## src/core/srs_consts.svh

```systemverilog
`ifndef SRS_CONSTS_SVH
`define SRS_CONSTS_SVH
`define SRS_ADDR_CMD 12'h000
`define SRS_ADDR_STATUS 12'h004
`define SRS_ADDR_ACC 12'h008
`define SRS_ADDR_FILE 12'h00c
`define SRS_ADDR_WDT 12'h010
`define SRS_CMD_OP_LSB 0
`define SRS_CMD_DEST_BIT 3
`define SRS_CMD_FADDR_LSB 8
`define SRS_CMD_LIT_LSB 16
`define SRS_ST_C 0
`define SRS_ST_DC 1
`define SRS_ST_Z 2
`define SRS_ST_PD 3
`define SRS_ST_TO 4
`define SRS_ST_SLEEP 5
`define SRS_STATUS_RST 8'h18
`define SRS_WDT_RST 8'h00
`define SRS_FILE_DEPTH 128
`endif

```

## src/core/srs_pkg.sv

```systemverilog
package srs_pkg;
   typedef enum logic [2:0] {
      OP_NONE = 3'b000,
      OP_SLEEP = 3'b001,
      OP_RRC = 3'b010,
      OP_LIT_SUB = 3'b011,
      OP_FILE_SUB = 3'b100
   } srs_op_t;
endpackage

```

## src/core/srs_alu.sv

```systemverilog
`timescale 1ns/100ps
module srs_alu (
   input wire logic [2:0] op,
   input wire logic [7:0] acc,
   input wire logic [7:0] opnd,
   input wire logic carry_in,
   output logic [7:0] result,
   output logic carry_out,
   output logic half_out,
   output logic zero_out
);
   function automatic logic [8:0] sub9(input logic [7:0] a, input logic [7:0] b);
      sub9 = {1'b0, a} + {1'b0, ~b} + 9'h001;
   endfunction
   logic [8:0] diff;
   logic [4:0] ndiff;
   always_comb begin
      diff = sub9(opnd, acc);
      ndiff = {1'b0, opnd[3:0]} + {1'b0, ~acc[3:0]} + 5'h01;
      result = diff[7:0];
      carry_out = diff[8];
      half_out = ndiff[4];
      zero_out = (diff[7:0] == 8'h00);
      if (op == 3'(srs_pkg::OP_RRC)) begin
         result = {carry_in, opnd[7:1]};
         carry_out = opnd[0];
      end
   end
endmodule

```

## src/core/srs_core.sv

```systemverilog
`timescale 1ns/100ps
`include "srs_consts.svh"
module srs_core #(
   parameter int PRESCALE_W = 7
) (
   input wire logic mclk,
   input wire logic rst,
   input wire logic wake,
   input wire logic psel,
   input wire logic penable,
   input wire logic pwrite,
   input wire logic [11:0] paddr,
   input wire logic [31:0] pwdata,
   output logic [31:0] prdata,
   output logic pready,
   output logic pslverr,
   output logic osc_halt,
   output logic wdt_tick
);
   typedef struct packed {
      logic [7:0] acc;
      logic [7:0] stat;
      logic [7:0] wdt;
      logic [PRESCALE_W-1:0] pre;
      logic sleep;
      logic [6:0] fsel;
      logic [31:0] rdata;
      logic [2:0] wsync;
      logic rd_done;
   } srs_state_t;
   srs_state_t state_reg, state_next;
   logic [7:0] file_mem [0:`SRS_FILE_DEPTH-1];
   logic [7:0] file_wdata;
   logic file_we;
   logic [6:0] file_waddr;
   logic wr_en, rd_en;
   logic [2:0] cmd_op;
   logic cmd_dest;
   logic [6:0] cmd_faddr;
   logic [7:0] cmd_lit, alu_opnd, alu_res;
   logic alu_c, alu_dc, alu_z;
   logic wake_ok;
   logic cmd_go;
   assign wr_en = psel && penable && pwrite;
   assign rd_en = psel && penable && !pwrite;
   // Reads take one wait state so that read data stands from a flip-flop at the ready edge
   assign pready = !rd_en || state_reg.rd_done;
   // Wake pin counts once the second and third sync stages are both high
   assign wake_ok = state_reg.wsync[2] && state_reg.wsync[1];
   assign cmd_go = wr_en && paddr == `SRS_ADDR_CMD && !state_reg.sleep;
   assign cmd_op = pwdata[`SRS_CMD_OP_LSB +: 3];
   assign cmd_dest = pwdata[`SRS_CMD_DEST_BIT];
   assign cmd_faddr = pwdata[`SRS_CMD_FADDR_LSB +: 7];
   assign cmd_lit = pwdata[`SRS_CMD_LIT_LSB +: 8];
   assign alu_opnd = (cmd_op == 3'(srs_pkg::OP_LIT_SUB)) ? cmd_lit : file_mem[cmd_faddr];
   srs_alu u_alu (
      .op(cmd_op),
      .acc(state_reg.acc),
      .opnd(alu_opnd),
      .carry_in(state_reg.stat[`SRS_ST_C]),
      .result(alu_res),
      .carry_out(alu_c),
      .half_out(alu_dc),
      .zero_out(alu_z)
   );
   always_comb begin
      state_next = state_reg;
      file_we = 1'b0;
      file_waddr = 7'h00;
      file_wdata = alu_res;
      state_next.wsync = {state_reg.wsync[1:0], wake};
      state_next.rd_done = rd_en && !state_reg.rd_done;
      if (!state_reg.sleep) begin
         {state_next.wdt, state_next.pre} = {state_reg.wdt, state_reg.pre} + 1'b1;
      end
      if (state_reg.sleep && wake_ok) begin
         state_next.sleep = 1'b0;
      end
      if (rd_en && !state_reg.rd_done) begin
         case (paddr)
            `SRS_ADDR_STATUS: state_next.rdata = {24'h000000, state_reg.stat[7:6], state_reg.sleep,
                                                    state_reg.stat[4:0]};
            `SRS_ADDR_ACC: state_next.rdata = {24'h000000, state_reg.acc};
            `SRS_ADDR_FILE: state_next.rdata = {24'h000000, file_mem[state_reg.fsel]};
            `SRS_ADDR_WDT: state_next.rdata = {24'h000000, state_reg.wdt};
            default: state_next.rdata = 32'h00000000;
         endcase
      end
      if (wr_en && paddr == `SRS_ADDR_FILE) begin
         state_next.fsel = pwdata[14:8];
         file_we = pwdata[15];
         file_waddr = pwdata[14:8];
         file_wdata = pwdata[7:0];
      end
      if (wr_en && paddr == `SRS_ADDR_ACC) begin
         state_next.acc = pwdata[7:0];
      end
      if (wr_en && paddr == `SRS_ADDR_CMD && !state_reg.sleep) begin
         case (cmd_op)
            3'(srs_pkg::OP_SLEEP): begin
               state_next.wdt = `SRS_WDT_RST;
               state_next.pre = '0;
               state_next.stat[`SRS_ST_PD] = 1'b0;
               state_next.stat[`SRS_ST_TO] = 1'b1;
               state_next.sleep = 1'b1;
            end
            3'(srs_pkg::OP_RRC): begin
               state_next.stat[`SRS_ST_C] = alu_c;
               if (cmd_dest) begin
                  file_we = 1'b1;
                  file_waddr = cmd_faddr;
               end else begin
                  state_next.acc = alu_res;
               end
            end
            3'(srs_pkg::OP_LIT_SUB): begin
               state_next.acc = alu_res;
               state_next.stat[`SRS_ST_C] = alu_c;
               state_next.stat[`SRS_ST_DC] = alu_dc;
               state_next.stat[`SRS_ST_Z] = alu_z;
            end
            3'(srs_pkg::OP_FILE_SUB): begin
               state_next.stat[`SRS_ST_C] = alu_c;
               state_next.stat[`SRS_ST_DC] = alu_dc;
               state_next.stat[`SRS_ST_Z] = alu_z;
               if (cmd_dest) begin
                  file_we = 1'b1;
                  file_waddr = cmd_faddr;
               end else begin
                  state_next.acc = alu_res;
               end
            end
            default: begin
            end
         endcase
      end
   end
   always_ff @(posedge mclk) begin
      if (rst) begin
         state_reg <= '0;
         state_reg.stat <= `SRS_STATUS_RST;
      end else begin
         state_reg <= state_next;
      end
      if (file_we) begin
         file_mem[file_waddr] <= file_wdata;
      end
   end
   assign prdata = state_reg.rdata;
   assign pslverr = 1'b0;
   assign osc_halt = state_reg.sleep;
   assign wdt_tick = (state_reg.pre == '1) && !state_reg.sleep;
endmodule

```

## config.mk

```make
export PLATFORM = sky130hd
export DESIGN_NAME = srs_core
export DESIGN_NICKNAME = d
export VERILOG_FILES = /design/src/core/srs_pkg.sv /design/src/core/srs_alu.sv /design/src/core/srs_core.sv
export VERILOG_INCLUDE_DIRS = /design/src /design/src/core
export SDC_FILE = /design/constraint.sdc
export NUM_CORES = 1
export LEC_CHECK = 0
export BUFFER_PORTS_ARGS = -buffer_cell sky130_fd_sc_hd__buf_2
export CORE_MARGIN = 8
export CORE_UTILIZATION = 30
export DETAILED_ROUTE_END_ITERATION = 10
export PLACE_DENSITY = 0.54
export SLEW_MARGIN = 20
export SYNTH_ARGS = -nofsm -noshare
export SYNTH_HDL_FRONTEND = slang
export SYNTH_SLANG_ARGS = --single-unit
```

## constraint.sdc

```tcl
create_clock -name mclk -period 12.7 [get_ports mclk]
set_input_delay 0.635 -clock mclk [delete_from_list [all_inputs] [get_ports mclk]]
set_output_delay 0.635 -clock mclk [all_outputs]
set_load 0.1 [all_outputs]
```

==> impl_metrics.xml <==
<?xml version="1.0" encoding="UTF-8"?>
<metrics>
  <group name="power_and_ir_drop">
    <metric name="seqPwrFrac" unit="%">51.0</metric>
    <metric name="p_total" unit="mW">8.12</metric>
    <metric name="switchingPower" unit="mW">1.98</metric>
    <metric name="p_comb_share" unit="%">8.8</metric>
    <metric name="clockPowerShare" unit="%">40.2</metric>
    <metric name="power.leakage" unit="nW">17.4</metric>
    <metric name="worst_ir_drop_vdd" unit="mV">0.107</metric>
    <metric name="power_report.internal_total" unit="mW">6.13</metric>
    <metric name="power.density" unit="nW/um^2">141</metric>
    <metric name="power_switching_share" unit="%">24.4</metric>
  </group>
  <group name="clock_network">
    <metric name="clock_insertion_delay_worst_skew" unit="ps">740</metric>
    <metric name="post_cts_resized" unit="">0</metric>
    <metric name="cts_setup_buffers" unit="">0</metric>
    <metric name="clock_tree.htree_level_count" unit="">3</metric>
    <metric name="numCtsBuffers" unit="">115</metric>
    <metric name="cts.hold.buffers_added" unit="">0</metric>
    <metric name="tritoncts" unit="">yes</metric>
    <metric name="clk_root_buffer_cell" unit="">clkbuf_16</metric>
    <metric name="clock_sink_count" unit="">1078</metric>
    <metric name="clk_path_buf_depth" unit="">3</metric>
    <metric name="cts.clk_slew.worst_paths" unit="ps">60</metric>
  </group>
  <group name="sta">
    <metric name="worst-slew-pin-transition" unit="ps">1260</metric>
    <metric name="fin_tns_setup" unit="ps">0</metric>
    <metric name="finalHoldViolations" unit="">0</metric>
    <metric name="setup_slack_of_the_critical_path_after_layout" unit="ps">5130</metric>
    <metric name="worst_hold_slack" unit="ps">157</metric>
    <metric name="max_slew_margin" unit="%">14.1</metric>
    <metric name="period_needed" unit="ps">7570</metric>
    <metric name="grt_setup_unrepaired" unit="">no</metric>
    <metric name="fmax" unit="GHz">0.132</metric>
    <metric name="final_min_period_over_clock_period" unit="%">59.6</metric>
    <metric name="max_slew_violations" unit="">0</metric>
    <metric name="timing.final.setup_violations" unit="">0</metric>
    <metric name="timing.clock.skew" unit="ps">36.3</metric>
  </group>
  <group name="yosys">
    <metric name="synth_async_sr_flop_share" unit="%">0</metric>
    <metric name="post_synth_instance_area" unit="um^2">51300</metric>
    <metric name="post_syn_area_per_cell" unit="um^2">17.6</metric>
    <metric name="cell_types_with_the_largest_area_share_after_synthesis" unit="">edfxtp_1 60%, mux4_2 21%, mux2i_1 2.2%, dfxtp_1 2.1%, a22oi_1 1.7%</metric>
    <metric name="synth_seq_area_share" unit="%">62.0</metric>
    <metric name="synthDistinctLibCells" unit="">80</metric>
    <metric name="netlist_instances" unit="">2909</metric>
    <metric name="ys_seq_elements" unit="">1078</metric>
    <metric name="synth_largest_area_cell" unit="">edfxtp_1</metric>
    <metric name="post-synth-top-area-fraction" unit="%">59.9</metric>
    <metric name="post_synth_edffs" unit="">1024</metric>
    <metric name="ys.flop_type" unit="">edfxtp_1</metric>
    <metric name="yosysWarnings" unit="">0</metric>
  </group>
  <group name="cells_and_area">
    <metric name="postLayoutCoreUtil" unit="%">33.7</metric>
    <metric name="post_route_cells_drive_above_1_share" unit="%">28.4</metric>
    <metric name="fillers" unit="">16100</metric>
    <metric name="fin_cells" unit="">5282</metric>
    <metric name="layout-area-overhead-vs-synth" unit="%">12.2</metric>
    <metric name="fin_area" unit="um^2">57600</metric>
    <metric name="layout.cells.most_common_list" unit="">1,024 x edfxtp_1, 483 x mux4_2, 175 x nor2_1</metric>
    <metric name="flip_flop_count_of_the_largest_register_after_layout" unit="">1024</metric>
    <metric name="final_nets" unit="">3012</metric>
    <metric name="mostFrequentLayoutCell" unit="">edfxtp_1</metric>
  </group>
  <group name="grt">
    <metric name="grt_pass1_wl" unit="um">234000</metric>
    <metric name="first_global_vias" unit="">30100</metric>
    <metric name="grt_overflow_total" unit="">0</metric>
    <metric name="gr-usage-all-layers" unit="%">17.6</metric>
    <metric name="maximum_number_of_pins_on_one_net_before_global_route_repair" unit="">109</metric>
    <metric name="antenna_violations_before_repair" unit="">5</metric>
  </group>
  <group name="floorplan">
    <metric name="floorplan.core_area" unit="um^2">171000</metric>
    <metric name="initial_cell_density_of_the_core" unit="%">30.1</metric>
    <metric name="io_pins" unit="">86</metric>
    <metric name="dieArea" unit="um^2">185000</metric>
    <metric name="chipHeight" unit="um">430</metric>
    <metric name="floorplan.die.width" unit="um">430</metric>
    <metric name="rows" unit="">152</metric>
  </group>
  <group name="detailed_routing">
    <metric name="detail-route-antenna-nets" unit="">0</metric>
    <metric name="total_via_count_after_detailed_routing" unit="">30500</metric>
    <metric name="first_iter_violations" unit="">3614</metric>
    <metric name="wl_per_cell" unit="um">31.8</metric>
    <metric name="drc" unit="">0</metric>
    <metric name="drt-pass1-iter-count" unit="">6</metric>
    <metric name="final_wirelength" unit="um">168000</metric>
    <metric name="detail_route.vias_per_cell" unit="">5.77</metric>
  </group>
  <group name="job">
    <metric name="cap_violations" unit="">0</metric>
  </group>
  <group name="setup_path">
    <metric name="classification_of_the_worst_setup_path" unit="">input pin to register</metric>
    <metric name="critical_path.startpoint_type" unit="">input pin</metric>
    <metric name="critical_path.startpoint" unit="">pwdata[8]</metric>
    <metric name="worst-endpoint-arrival" unit="ps">7980</metric>
    <metric name="reg2reg_from" unit="">file_mem[10][4]</metric>
    <metric name="critical_path_peak_fanout" unit="">65</metric>
    <metric name="critPathRequiredTime" unit="ps">13100</metric>
    <metric name="end_kind" unit="">register</metric>
    <metric name="regToRegSetupSlack" unit="ps">5920</metric>
  </group>
  <group name="placed_design">
    <metric name="dp_cells" unit="">5067</metric>
    <metric name="gpl.final_weighted_congestion" unit="">0.887</metric>
    <metric name="worst_setup_slack_post_dpl" unit="ps">4240</metric>
    <metric name="io_buffer_count" unit="">52</metric>
    <metric name="placed_cell_area" unit="um^2">54000</metric>
    <metric name="hpwl" unit="um">109000</metric>
  </group>
  <group name="min_path">
    <metric name="hp-start" unit="">wake</metric>
    <metric name="worst_hold_path_class" unit="">input pin to register</metric>
  </group>
  <group name="status">
    <metric name="run_status" unit="">complete, no violations</metric>
  </group>
</metrics>
final cells by class:
| class | instances | area [um^2] | share of cell area (%) |
|---|---|---|---|
| clock inverters | 67 | 523 | 0.908 |
| well taps | 2233 | 2790 | 4.85 |
| diodes | 1 | 2.50 | 0.00435 |
| flip-flops and latches | 1078 | 31800 | 55.3 |
| clock buffers | 147 | 3060 | 5.32 |
| multi-input cells | 1590 | 18200 | 31.6 |
| inverters | 12 | 45.0 | 0.0782 |
| repair buffers | 154 | 1090 | 1.90 |
routing by layer:
metal,routed length [um],GRT usage [%]
met1,67600,23.7
met2,76900,27.6
met3,15400,3.70
met4,7780,7.50
met5,13,0
logic make-up after synthesis:
| logic type | synth area share (%) |
|---|---|
| buffers and inverters | 2.94 |
| other | 0.00731 |
| AND/OR/NAND/NOR | 4.89 |
| flip-flops | 62.0 |
| adder cells (fa/ha/maj) | 0.283 |
| multiplexers | 24.0 |
| XOR/XNOR | 0.290 |
| AO/OA/AOI/OAI | 5.60 |
synth_stat cells, types with 19 or more instances:
cell and n:
dfxtp_1 54, a21oi_1 61, a31oi_1 19, a22o_1 37, mux2i_1 112, clkbuf_1 104
nor2_1 185, a22oi_1 114, nand2_1 93, buf_2 61, nand3_1 65, mux4_2 483
nor3_1 37, o22ai_1 26, edfxtp_1 1024, nor2b_1 29, buf_4 58, o21ai_0 29
a221oi_1 25
power groups by stage:
stage	Clock [mW]	Sequential, mW	Combinational [mW]
after global placement	0	4.22	0.701
after CTS	3.31	4.14	0.712
final	3.26	4.14	0.716
after floorplan	0	4.28	0.406
after detailed placement	0	4.22	0.714
after global routing	3.43	4.14	0.753
critical path, stage by stage:
cell and delay, ps:
buf_8 430, buf_4 640, mux4_2 590, and3_1 190, a2111oi_0 1060, a31oi_1 420
nor4_2 680, a21oi_1 160, ha_1 380, o21a_1 210, o31a_1 150, or3_1 360
nand3_1 140, nor2_1 80, nor2_4 400, buf_4 530, buf_4 670
path summary, 6_finish.rpt:
path,depth (start not counted),to
max,17,file_mem[14][7]
min,2,state_next[2]
max reg2reg,15,file_mem[14][7]
min reg2reg,1,state_next[3]
Note: power is estimated with default switching activity, not from simulation.
